**config.mk**
```make
export PLATFORM = sky130hd
export DESIGN_NAME = sensor_cpu_core
export DESIGN_NICKNAME = d
export VERILOG_FILES = /design/src/core/cpu_pkg.sv /design/src/core/reg_bank.sv /design/src/core/alu_unit.sv /design/src/core/sensor_cpu_core.sv
export SDC_FILE = /design/constraint.sdc
export NUM_CORES = 1
export LEC_CHECK = 0
export BUFFER_PORTS_ARGS = -buffer_cell sky130_fd_sc_hd__clkbuf_2
export CAP_MARGIN = 20
export CORE_MARGIN = 8
export CORE_UTILIZATION = 48
export CTS_CLUSTER_SIZE = 25
export DETAILED_ROUTE_END_ITERATION = 7
export PLACE_DENSITY = 0.65
export SKIP_LAST_GASP = 1
export SLEW_MARGIN = 20
export SYNTH_ARGS = -nofsm -noshare
export SYNTH_HDL_FRONTEND = slang
export SYNTH_HIERARCHICAL = 1
export SYNTH_SLANG_ARGS = --single-unit
export TNS_END_PERCENT = 20
```
**constraint.sdc**
```tcl
create_clock -name clk_sys -period 5.2 [get_ports clk_sys]
set_input_delay 1.04 -clock clk_sys [delete_from_list [all_inputs] [get_ports clk_sys]]
set_output_delay 1.04 -clock clk_sys [all_outputs]
set_load 0.03 [all_outputs]
```
**src/core/cpu_pkg.sv**
```systemverilog
// Shared constants for the sensor CPU core
package cpu_pkg;
  localparam int DATA_W = 16;
  localparam int BYTE_W = 8;
  localparam int SEL_W = 4;
  localparam int OPC_W = 4;
  localparam int NUM_REGS = 16;
  localparam int PROG_ADDR_W = 16;
  localparam int PROG_USED_W = 12;
  localparam int PAD_W = PROG_ADDR_W - PROG_USED_W;

  localparam int OPC_MSB = 7;
  localparam int OPC_LSB = 4;
  localparam int SEL_MSB = 3;
  localparam int SEL_LSB = 0;

  localparam logic [OPC_W-1:0] OP_LOAD_IMMEDIATE = 4'h0;
  localparam logic [OPC_W-1:0] OP_CLEAR_REGISTER = 4'h1;
  localparam logic [OPC_W-1:0] OP_AND_INTO_ACCUMULATOR = 4'h2;
  localparam logic [OPC_W-1:0] OP_OR_INTO_ACCUMULATOR = 4'h3;
  localparam logic [OPC_W-1:0] OP_ADD_INTO_ACCUMULATOR = 4'h4;
  localparam logic [OPC_W-1:0] OP_STORE_ACCUMULATOR = 4'h5;
  localparam logic [OPC_W-1:0] OP_SHIFT_LEFT_REGISTER = 4'h6;
  localparam logic [OPC_W-1:0] OP_SHIFT_RIGHT_ARITH = 4'h7;

  localparam logic [SEL_W-1:0] LINKED_SHIFT_SEL = 4'h6;
  localparam logic [SEL_W-1:0] SHIFT_FEED_SEL = 4'h4;

  localparam logic [PROG_USED_W-1:0] RESET_PC = 12'h000;
  localparam logic [PROG_USED_W-1:0] PC_STEP = 12'h001;
  localparam logic [PAD_W-1:0] ADDR_PAD = 4'h0;
  localparam logic [DATA_W-1:0] ZERO_WORD = 16'h0000;
  localparam logic [DATA_W-1:0] ACC_RESET = 16'h0000;
  localparam logic [DATA_W-1:0] REG_RESET = 16'h0000;
  localparam logic [BYTE_W-1:0] ZERO_BYTE = 8'h00;
  localparam logic [SEL_W-1:0] ZERO_SEL = 4'h0;
  localparam logic [OPC_W-1:0] ZERO_OPC = 4'h0;
  localparam logic [DATA_W-1:0] COUNT_STEP = 16'h0001;
endpackage

```
**src/core/reg_bank.sv**
```systemverilog
// Sixteen general registers with one execute read port and one debug port
`timescale 1ns/1ns
module reg_bank #(
  parameter int DATA_W = cpu_pkg::DATA_W,
  parameter int SEL_W = cpu_pkg::SEL_W,
  parameter int NUM_REGS = cpu_pkg::NUM_REGS
) (
  input wire logic clk_sys,
  input wire logic rst_b,
  input wire logic wr_en,
  input wire logic [SEL_W-1:0] wr_sel,
  input wire logic [DATA_W-1:0] wr_data,
  input wire logic [SEL_W-1:0] rd_sel,
  output logic [DATA_W-1:0] rd_data,
  output logic feed_msb,
  input wire logic [SEL_W-1:0] dbg_sel,
  output logic [DATA_W-1:0] dbg_data
);
  logic [DATA_W-1:0] regs_reg [NUM_REGS];

  // Execute read is combinational so single-cycle ops need no extra fetch slot
  genvar gi;
  generate
    for (gi = 0; gi < NUM_REGS; gi++) begin : g_reg
      always_ff @(posedge clk_sys) begin
        if (!rst_b) begin
          regs_reg[gi] <= cpu_pkg::REG_RESET;
        end else if (wr_en && wr_sel == SEL_W'(gi)) begin
          regs_reg[gi] <= wr_data;
        end
      end
    end
  endgenerate

  assign rd_data = regs_reg[rd_sel];
  assign feed_msb = regs_reg[cpu_pkg::SHIFT_FEED_SEL][DATA_W-1];

  always_ff @(posedge clk_sys) begin
    if (!rst_b) begin
      dbg_data <= cpu_pkg::REG_RESET;
    end else begin
      dbg_data <= regs_reg[dbg_sel];
    end
  end
endmodule

```
**src/core/alu_unit.sv**
```systemverilog
// Result logic for the single-cycle register and accumulator instructions
`timescale 1ns/1ns
module alu_unit #(
  parameter int DATA_W = cpu_pkg::DATA_W,
  parameter int SEL_W = cpu_pkg::SEL_W,
  parameter int OPC_W = cpu_pkg::OPC_W
) (
  input wire logic [OPC_W-1:0] opcode,
  input wire logic [SEL_W-1:0] sel,
  input wire logic [DATA_W-1:0] acc,
  input wire logic [DATA_W-1:0] xval,
  input wire logic feed_msb,
  output logic acc_we,
  output logic [DATA_W-1:0] acc_result,
  output logic reg_we,
  output logic [DATA_W-1:0] reg_result
);
  always_comb begin
    acc_we = 1'h0;
    acc_result = acc;
    reg_we = 1'h0;
    reg_result = xval;
    case (opcode)
      cpu_pkg::OP_CLEAR_REGISTER: begin
        reg_we = 1'h1;
        reg_result = cpu_pkg::ZERO_WORD;
      end
      cpu_pkg::OP_AND_INTO_ACCUMULATOR: begin
        acc_we = 1'h1;
        acc_result = acc & xval;
      end
      cpu_pkg::OP_OR_INTO_ACCUMULATOR: begin
        acc_we = 1'h1;
        acc_result = acc | xval;
      end
      cpu_pkg::OP_ADD_INTO_ACCUMULATOR: begin
        acc_we = 1'h1;
        acc_result = DATA_W'(acc + xval);
      end
      cpu_pkg::OP_STORE_ACCUMULATOR: begin
        reg_we = 1'h1;
        reg_result = acc;
      end
      cpu_pkg::OP_SHIFT_LEFT_REGISTER: begin
        reg_we = 1'h1;
        if (sel == cpu_pkg::LINKED_SHIFT_SEL) begin
          reg_result = {xval[DATA_W-2:0], feed_msb};
        end else begin
          reg_result = {xval[DATA_W-2:0], 1'h0};
        end
      end
      cpu_pkg::OP_SHIFT_RIGHT_ARITH: begin
        reg_we = 1'h1;
        reg_result = {xval[DATA_W-1], xval[DATA_W-1:1]};
      end
      default: begin
        acc_we = 1'h0;
        reg_we = 1'h0;
      end
    endcase
  end
endmodule

```
**src/core/sensor_cpu_core.sv**
```systemverilog
// Instruction fetch, decode and execute core of the sensor CPU
// What this block does
// - Byte is opcode nibble plus selector nibble
// - Start at 0000h, step one byte upward
// - Only low 12 address bits used
// - Immediate load: two bytes, high first, three cycles
// - Clear selected register in one cycle
// - Accumulator ANDed with selected register
// - Accumulator ORed with selected register
// - Add register to accumulator, drop carry
// - Copy accumulator into selected register
// - Shift left, zero into bit 0
// - Register six shift fills from register four
// - Arithmetic right shift keeps sign bit
// - Other instructions: one cycle, PC plus one
// - Selector reaches all sixteen registers
// - Sequential flow, only destination modified
// - Program memory read only, partition zero
`timescale 1ns/1ns
module sensor_cpu_core #(
  parameter int DATA_W = cpu_pkg::DATA_W,
  parameter int BYTE_W = cpu_pkg::BYTE_W,
  parameter int SEL_W = cpu_pkg::SEL_W,
  parameter int OPC_W = cpu_pkg::OPC_W,
  parameter int ADDR_W = cpu_pkg::PROG_USED_W
) (
  input wire logic clk_sys,
  input wire logic rst_b,
  output logic [cpu_pkg::PROG_ADDR_W-1:0] prog_addr,
  output logic prog_rd_en,
  input wire logic [BYTE_W-1:0] prog_data,
  input wire logic [SEL_W-1:0] dbg_sel,
  output logic [DATA_W-1:0] dbg_data,
  output logic [DATA_W-1:0] acc_data,
  output logic retire,
  output logic [OPC_W-1:0] retire_opcode,
  output logic [ADDR_W-1:0] retire_pc,
  output logic wr_strobe,
  output logic [SEL_W-1:0] wr_sel,
  output logic [DATA_W-1:0] wr_value,
  output logic load_busy,
  output logic [DATA_W-1:0] retired_count
);
  typedef enum logic [2:0] {
    ST_START,
    ST_PRIME,
    ST_EXEC,
    ST_LOAD_HI,
    ST_LOAD_LO
  } core_state_e;

  function automatic logic [OPC_W-1:0] opcode_of(input logic [BYTE_W-1:0] b);
    opcode_of = b[cpu_pkg::OPC_MSB:cpu_pkg::OPC_LSB];
  endfunction

  function automatic logic [SEL_W-1:0] sel_of(input logic [BYTE_W-1:0] b);
    sel_of = b[cpu_pkg::SEL_MSB:cpu_pkg::SEL_LSB];
  endfunction

  function automatic logic is_load(input logic [BYTE_W-1:0] b);
    is_load = (opcode_of(b) == cpu_pkg::OP_LOAD_IMMEDIATE);
  endfunction

  core_state_e state_reg;
  core_state_e state_next;
  logic [ADDR_W-1:0] fetch_addr_reg;
  logic [ADDR_W-1:0] instr_pc;
  logic [ADDR_W-1:0] ld_pc_reg;
  logic [SEL_W-1:0] ld_sel_reg;
  logic [BYTE_W-1:0] ld_hi_reg;
  logic [DATA_W-1:0] acc_reg;
  logic [OPC_W-1:0] cur_op;
  logic [SEL_W-1:0] cur_sel;
  logic exec_now;
  logic exec_single;
  logic exec_load;
  logic finish_load;
  logic retire_now;
  logic [DATA_W-1:0] xval;
  logic feed_msb;
  logic alu_acc_we;
  logic [DATA_W-1:0] alu_acc_result;
  logic alu_reg_we;
  logic [DATA_W-1:0] alu_reg_result;
  logic bank_we;
  logic [SEL_W-1:0] bank_sel;
  logic [DATA_W-1:0] bank_wdata;

  assign cur_op = opcode_of(prog_data);
  assign cur_sel = sel_of(prog_data);
  assign exec_now = (state_reg == ST_EXEC);
  assign exec_load = exec_now && is_load(prog_data);
  assign exec_single = exec_now && !is_load(prog_data);
  assign finish_load = (state_reg == ST_LOAD_LO);
  assign retire_now = exec_single || finish_load;
  // The byte on prog_data was addressed one edge earlier
  assign instr_pc = ADDR_W'(fetch_addr_reg - cpu_pkg::PC_STEP);

  reg_bank #(
    .DATA_W(DATA_W),
    .SEL_W(SEL_W),
    .NUM_REGS(cpu_pkg::NUM_REGS)
  ) u_bank (
    .clk_sys(clk_sys),
    .rst_b(rst_b),
    .wr_en(bank_we),
    .wr_sel(bank_sel),
    .wr_data(bank_wdata),
    .rd_sel(cur_sel),
    .rd_data(xval),
    .feed_msb(feed_msb),
    .dbg_sel(dbg_sel),
    .dbg_data(dbg_data)
  );

  alu_unit #(
    .DATA_W(DATA_W),
    .SEL_W(SEL_W),
    .OPC_W(OPC_W)
  ) u_alu (
    .opcode(cur_op),
    .sel(cur_sel),
    .acc(acc_reg),
    .xval(xval),
    .feed_msb(feed_msb),
    .acc_we(alu_acc_we),
    .acc_result(alu_acc_result),
    .reg_we(alu_reg_we),
    .reg_result(alu_reg_result)
  );

  // Load completion and single-cycle ops never coincide, so one write port is enough
  always_comb begin
    bank_we = 1'h0;
    bank_sel = cur_sel;
    bank_wdata = alu_reg_result;
    if (finish_load) begin
      bank_we = 1'h1;
      bank_sel = ld_sel_reg;
      bank_wdata = {ld_hi_reg, prog_data};
    end else if (exec_single) begin
      bank_we = alu_reg_we;
    end
  end

  always_comb begin
    state_next = state_reg;
    case (state_reg)
      ST_START: begin
        state_next = ST_PRIME;
      end
      ST_PRIME: begin
        state_next = ST_EXEC;
      end
      ST_EXEC: begin
        if (exec_load) begin
          state_next = ST_LOAD_HI;
        end
      end
      ST_LOAD_HI: begin
        state_next = ST_LOAD_LO;
      end
      ST_LOAD_LO: begin
        state_next = ST_EXEC;
      end
      default: begin
        state_next = ST_START;
      end
    endcase
  end

  always_ff @(posedge clk_sys) begin
    if (!rst_b) begin
      state_reg <= ST_START;
    end else begin
      state_reg <= state_next;
    end
  end

  // Address runs one byte ahead of execution so a fetch lands every cycle
  always_ff @(posedge clk_sys) begin
    if (!rst_b) begin
      fetch_addr_reg <= cpu_pkg::RESET_PC;
    end else if (state_reg != ST_START) begin
      fetch_addr_reg <= ADDR_W'(fetch_addr_reg + cpu_pkg::PC_STEP);
    end
  end

  // Upper four address bits are always zero; wrap past 0FFFh is to 0000h
  assign prog_addr = {cpu_pkg::ADDR_PAD, fetch_addr_reg};

  // No write, erase or partition path exists here; the port is read only
  always_ff @(posedge clk_sys) begin
    if (!rst_b) begin
      prog_rd_en <= 1'h0;
    end else begin
      prog_rd_en <= 1'h1;
    end
  end

  always_ff @(posedge clk_sys) begin
    if (!rst_b) begin
      ld_sel_reg <= cpu_pkg::ZERO_SEL;
    end else if (exec_load) begin
      ld_sel_reg <= cur_sel;
    end
  end

  // Kept apart from the live pc because retire reports the load two edges later
  always_ff @(posedge clk_sys) begin
    if (!rst_b) begin
      ld_pc_reg <= cpu_pkg::RESET_PC;
    end else if (exec_load) begin
      ld_pc_reg <= instr_pc;
    end
  end

  always_ff @(posedge clk_sys) begin
    if (!rst_b) begin
      ld_hi_reg <= cpu_pkg::ZERO_BYTE;
    end else if (state_reg == ST_LOAD_HI) begin
      ld_hi_reg <= prog_data;
    end
  end

  always_ff @(posedge clk_sys) begin
    if (!rst_b) begin
      acc_reg <= cpu_pkg::ACC_RESET;
    end else if (exec_single && alu_acc_we) begin
      acc_reg <= alu_acc_result;
    end
  end

  assign acc_data = acc_reg;

  always_ff @(posedge clk_sys) begin
    if (!rst_b) begin
      retire <= 1'h0;
    end else begin
      retire <= retire_now;
    end
  end

  // A load retires at its last operand edge, when prog_data no longer holds its opcode
  always_ff @(posedge clk_sys) begin
    if (!rst_b) begin
      retire_opcode <= cpu_pkg::ZERO_OPC;
    end else if (exec_single) begin
      retire_opcode <= cur_op;
    end else if (finish_load) begin
      retire_opcode <= cpu_pkg::OP_LOAD_IMMEDIATE;
    end
  end

  always_ff @(posedge clk_sys) begin
    if (!rst_b) begin
      retire_pc <= cpu_pkg::RESET_PC;
    end else if (exec_single) begin
      retire_pc <= instr_pc;
    end else if (finish_load) begin
      retire_pc <= ld_pc_reg;
    end
  end

  always_ff @(posedge clk_sys) begin
    if (!rst_b) begin
      wr_strobe <= 1'h0;
    end else begin
      wr_strobe <= bank_we;
    end
  end

  // Index and value hold after the pulse so the last write stays visible
  always_ff @(posedge clk_sys) begin
    if (!rst_b) begin
      wr_sel <= cpu_pkg::ZERO_SEL;
    end else if (bank_we) begin
      wr_sel <= bank_sel;
    end
  end

  always_ff @(posedge clk_sys) begin
    if (!rst_b) begin
      wr_value <= cpu_pkg::ZERO_WORD;
    end else if (bank_we) begin
      wr_value <= bank_wdata;
    end
  end

  // Taken from the next state so the flag covers exactly the two operand cycles
  always_ff @(posedge clk_sys) begin
    if (!rst_b) begin
      load_busy <= 1'h0;
    end else begin
      load_busy <= (state_next == ST_LOAD_HI) || (state_next == ST_LOAD_LO);
    end
  end

  // Counter wraps silently; it is an observation aid only
  always_ff @(posedge clk_sys) begin
    if (!rst_b) begin
      retired_count <= cpu_pkg::ZERO_WORD;
    end else if (retire_now) begin
      retired_count <= DATA_W'(retired_count + cpu_pkg::COUNT_STEP);
    end
  end
endmodule

```
## Word-level counts from Yosys, hierarchy flattened

Memories as Yosys holds them, arrays and structs flattened. A register that Yosys moved wholly into a read port is not among the register bits.
Index checks and enable logic that the tools add are counted.

- Memories: 1
- Bits in registers: 111
- Input bits: 14
- Bits in writable memories: 256

Memories:

| memory | words | width | read ports | clocked after memory_dff | wr ports | line | text |
|---|---|---|---|---|---|---|---|
| u_bank.regs_reg | 16 | 16 | 3 | 1 | 16 | reg_bank.sv:19 | `logic [DATA_W-1:0] regs_reg [NUM_REGS];` |

- Equality and inequality tests: 29
- Muxes and demuxes: 81
- Bitwise gates (word level): 18
- Reductions and logical operators: 33
- Add/sub/neg operators: 4

Operator list:

| cell | number |
|---|---|
| 16-bit 2-to-1 mux | 17 |
| 16-bit one-hot mux with 4 select lines | 1 |
| 1-bit 2-to-1 mux | 55 |
| 16-bit one-hot mux with 3 select lines | 1 |
| 4-bit by 3-bit == test with 1-bit output, second input constant | 9 |
| 4-bit == test, second input constant | 8 |
| 12-bit 2-to-1 mux | 2 |
| 1-bit logical AND | 19 |
| 16-bit by 1-bit adder with 16-bit output, second input constant | 1 |
| 16-bit adder | 1 |
| 16-bit AND | 1 |
| 4-bit by 2-bit == test with 1-bit output, second input constant | 4 |
| 1-bit bitwise OR | 16 |
| 16-bit bitwise OR | 1 |
| 12-bit by 1-bit adder with 12-bit output, second input constant | 1 |
| 4-bit 2-to-1 mux | 3 |
| 3-bit one-hot mux with 4 select lines | 1 |
| 12-bit by 1-bit subtractor with 12-bit output, second input constant | 1 |
| 3-bit by 2-bit == test with 1-bit output, second input constant | 3 |
| 4-bit by 1-bit == test with 1-bit output, second input constant | 2 |
| 4-bit logical NOT | 2 |
| 3-bit == test, second input constant | 2 |
| 3-bit nonzero test | 2 |
| 4-bit OR reduction | 1 |
| 9 further kinds | 11 |

## Longest topological paths before layout

- Depth in word-level cells: 10
- Depth in mapped cells: 15
- Depth with buffers taken out: 12

## Hierarchy

Netlist, hierarchy kept.

Modules (own cells, without submodules):

| module | instances | area each (µm²) | cells each |
|---|---|---|---|
| reg_bank | 1 | 14069.7 | 1001 |
| sensor_cpu_core | 1 | 4850.9 | 548 |
| alu_unit | 1 | 2080.7 | 307 |

## Worst setup path after synthesis

Ideal clock, no wire load.

- Path type: input -> register
- Start point: input port prog_data[1]
- End point: register acc_reg[10], in the netlist acc_data[10]
- Stages on the path: 14
- Arrival time: 3921 ps
- Slack: 1147 ps
- Path buffers: 2
- Data required time: 5068 ps
- Cell sequence: buf_2 -> clkbuf_1 -> mux4_2 -> a22oi_1 -> nand2_1 -> ha_1 -> fa_1 -> a211oi_2 -> o2111ai_2 -> a21boi_2 -> xor2_1 -> o221ai_1 -> nand3_1 -> a21oi_1

- Longest elaborated chain between the ends: 3
- Elaborated cells between the ends (all ways): 5

RTL lines:

| what | line | text |
|---|---|---|
| from (decl) | sensor_cpu_core.sv:31 | `input wire logic [BYTE_W-1:0] prog_data,` |
| memory read 16 x 16 bit | n/a |  |
| named net xval[0] | sensor_cpu_core.sv:79 | `logic [DATA_W-1:0] xval;` |
| 16-bit adder | alu_unit.sv:38 | `acc_result = DATA_W'(acc + xval);` |
| 16-bit one-hot mux with 3 select lines | alu_unit.sv:23 | `case (opcode)` |
| named net alu_acc_result[10] | sensor_cpu_core.sv:82 | `logic [DATA_W-1:0] alu_acc_result;` |
| to (signal assigned) | sensor_cpu_core.sv:228 | `acc_reg <= cpu_pkg::ACC_RESET;` |
| to (signal assigned) | sensor_cpu_core.sv:230 | `acc_reg <= alu_acc_result;` |
| to (decl) | sensor_cpu_core.sv:71 | `logic [DATA_W-1:0] acc_reg;` |

The timed path passes the listed nets, and every way through them passes these cells.
A chain may end at the register's enable or synchronous reset.

## Worst setup path after layout

- Start point: input port prog_data[0]
- End point: register acc_reg[10], in the netlist acc_data[10]

The elaborated chain is that of the path after synthesis.

==> metrics.md <==
| Metric | Value |
|---|---|
| Outcome | `completed` |
| Fin. max-slew vios | `0` |
| Final hold vios | `0` |
| Skew final | `around 0.019 ns` |
| Number of I/O port buffers | `113` |
| Share of layout cells above drive strength 1 | `19.1%` |
| Hold depth | `2` |
| # H-tree levels | `2` |
| Gpl congestion | `0.912` |
| CP Class | `in -> reg` |
| Post-route antenna net violation count | `0` |
| CTS hold repair buffers | `0` |
| Initial antenna violation count | `0` |
| Post CTS Setup Buffer Count | `0` |
| Die Area | `50,700 sq um` |
| Most frequent cells in the layout | `and2_1, edfxtp_1, nand2_1` |
| Worst slew pin tran | `approximately 1.1 ns` |
| Final worst slack | `1.13 ns` |
| Root buffer cell | `clkbuf_16` |
| WHS Endpoint | `ld_hi_reg[2]` |
| CTS Sinks | `383` |
| Hold Path Class | `reg -> reg` |
| Worst slack at placement | `0.622 ns` |
| Ys Warns | `6` |
| Core Region | `43,200 sq um` |
| Reg2Reg Depth | `12` |
| Vias per inst | `slightly above 6` |
| Mean post-synth cell area | `11.3 sq um` |
| Most common cell after layout, fill and taps aside | `and2_1` |
| RR Startpoint | `u_bank/regs_reg[15][0]` |
| CTS tree | `done` |
| Antenna diode count | `0` |
| Post-synth ARST share | `0%` |
| Post-synth EDFFs | `256` |
| Critical Path End Type | `register` |
| Largest net degree at the start of global routing | `85` |
| Vias | `15,500` |
| CP Max Fanout | `24` |
| Seq/Total Area, Yosys | `48.7%` |
| Number of nets in the layout | `1,967` |
| DP HPWL | `40,500 microns` |
| Predominant post-synthesis flop cell | `edfxtp_1` |
| Post-synthesis cell count | `~1,900` |
| DR DRC count | `0` |
| Gr usage total | `23.6%` |
| WL per Instance | `24.0 microns` |
| Worst R2R End | `acc_data[10]` |
| Max reg flops | `between 200 and 300` |
| First-pass GRT wire length | `92,700 microns` |
| Yosys cell types | `approximately 80` |
| RSZ-0062 raised after global routing | `no` |
| Worst skew pair latency | `approximately 0.59 ns` |
| Vias in the first global route | `about 15,000` |
| CTS buffer count | `44` |
| Longest Clk Path Bufs | `3` |
| Initial core utilization | `48.6%` |
| FF+latch count, synth | `383` |
| Maxcap violations | `0` |
| Resize count post-CTS | `0` |
| Clk slew on worst S/H paths | `0.07 ns` |
| Final period utilization | `between 70% and 80%` |
| Leak Pwr | `just over 9 nW` |
| Max Clk Rate | `roughly 250 MHz` |
| Pwr per Cell Area | `337 nW/um^2` |
| Data required, critical path | `5.63 ns` |
| P&R area growth vs syn | `11.3%` |
| Slew headroom | `between 20% and 30%` |
| DRT iter0 DRCs | `approximately 1,600` |
| Synthesized area | `21,000 sq um` |
| Worst VDD drop | `0.262 mV` |
| DRT Pass-1 Iters | `6` |
| Placement Rows | `76` |
| Crit path time final | `~4.1 ns` |
| Die width | `225 microns` |
| Die H | `225 microns` |
| TNS Setup | `0 ns` |
| IO Pins | `118` |
| Critical path launch point type | `input port` |
| R2r setup slk | `approximately 1.7 ns` |
| Hold Startpoint | `ld_hi_reg[2]` |
| CP arrival | `~4.5 ns` |
| Final wirelength | `60,900 microns` |
| GRT overflow | `0` |
| Final setup viols | `0` |
-- Yosys cell counts, types with 3 or more instances --
cell type,n,share of area (%)
and2_1,262,7.8
edfxtp_1,256,37
nand2_1,131,2.3
mux2i_1,130,6.2
dfxtp_1,127,12
a22oi_1,126,4.5
nor2_1,77,1.4
mux4_2,74,7.9
a21oi_1,73,1.7
o21ai_0,72,1.7
nand3_1,71,1.7
clkbuf_1,63,1.1
inv_1,43,0.77
buf_2,35,0.83
ha_1,35,2.1
mux2_2,27,1.4
buf_6,21,1.1
xor2_1,19,0.79
buf_4,18,0.64
a211oi_1,17,0.61
nor2b_1,12,0.36
o21ai_1,11,0.26
xnor2_1,11,0.46
nand2b_1,10,0.30
or4_1,10,0.36
nand4_1,9,0.27
o31ai_1,9,0.32
o22ai_1,8,0.24
buf_1,6,0.11
nor3_1,6,0.14
clkbuf_2,5,0.12
o211ai_1,5,0.18
o221ai_1,5,0.21
and3_1,4,0.12
o21bai_1,4,0.14
a222oi_1,3,0.14
nor4_1,3,0.089
o211a_1,3,0.14
or3_1,3,0.089
-- worst max path at each step --
stage	from	cells after the start	end
after global placement	prog_data[0]	13	acc_data[14]
after floorplan	prog_data[1]	14	acc_data[10]
after CTS	prog_data[0]	13	acc_data[10]
after global routing	prog_data[0]	13	acc_data[10]
after detailed placement	prog_data[0]	13	acc_data[10]
final	prog_data[0]	13	acc_data[10]
-- metal layers --
metal | vias to the layer above | global-route usage, % | wire [microns]
met3 | 138 | 3.18 | 4410
met1 | 7711 | 31.9 | 25400
met2 | 682 | 38.2 | 28900
li1 | 6979 | - | -
met4 | 0 | 9.64 | 2090
met5 | - | 0 | 0
-- per-stage QoR --
stage               instances  power, mW  utilization [%]  hold WS, ns  cell area [sq um]
finish                   2536       7.87             54.2        0.456              23400
global route             2536       8.15             54.2        0.468              23400
CTS                      2535       7.93             54.1        0.455              23400
detailed placement       2455       4.86             50.8        0.443              21900
global placement         2454       4.83             50.8        0.442              21900
floorplan                1859       4.47                -        0.433              21000
-- critical path, stage by stage --
cell       delay, ns
buf_4           0.37
mux4_2          0.56
a22oi_1         0.21
nand2_1         0.19
ha_1            0.32
fa_1            0.46
a211oi_2        0.37
o2111ai_2       0.24
a21boi_2        0.25
xor2_1          0.18
o221ai_1        0.12
nand3_1         0.10
a21oi_1         0.07
-- report_power, final --
part | internal, mW | switching (mW) | total [mW]
Sequential | 3.39 | 0.115 | 3.51
Clock | 1.79 | 1.28 | 3.07
Combinational | 0.425 | 0.868 | 1.29
-- layout make-up --
cell class	count	area, sq um
repair buffers	161	973
inverters	45	174
clock buffers	61	1250
fillers	3734	19800
multi-input cells	1282	9840
clock inverters	19	183
flip-flops and latches	383	10200
well taps	585	732
-- kinds of logic after synthesis --
| logic type | synth area share (%) |
|---|---|
| flip-flops | 48.7 |
| AO/OA/AOI/OAI | 11.3 |
| other | 0.0179 |
| XOR/XNOR | 1.25 |
| multiplexers | 15.6 |
| adder cells (fa/ha/maj) | 2.18 |
| buffers and inverters | 4.88 |
| AND/OR/NAND/NOR | 16.1 |
Power figures use the tool's default switching activity.
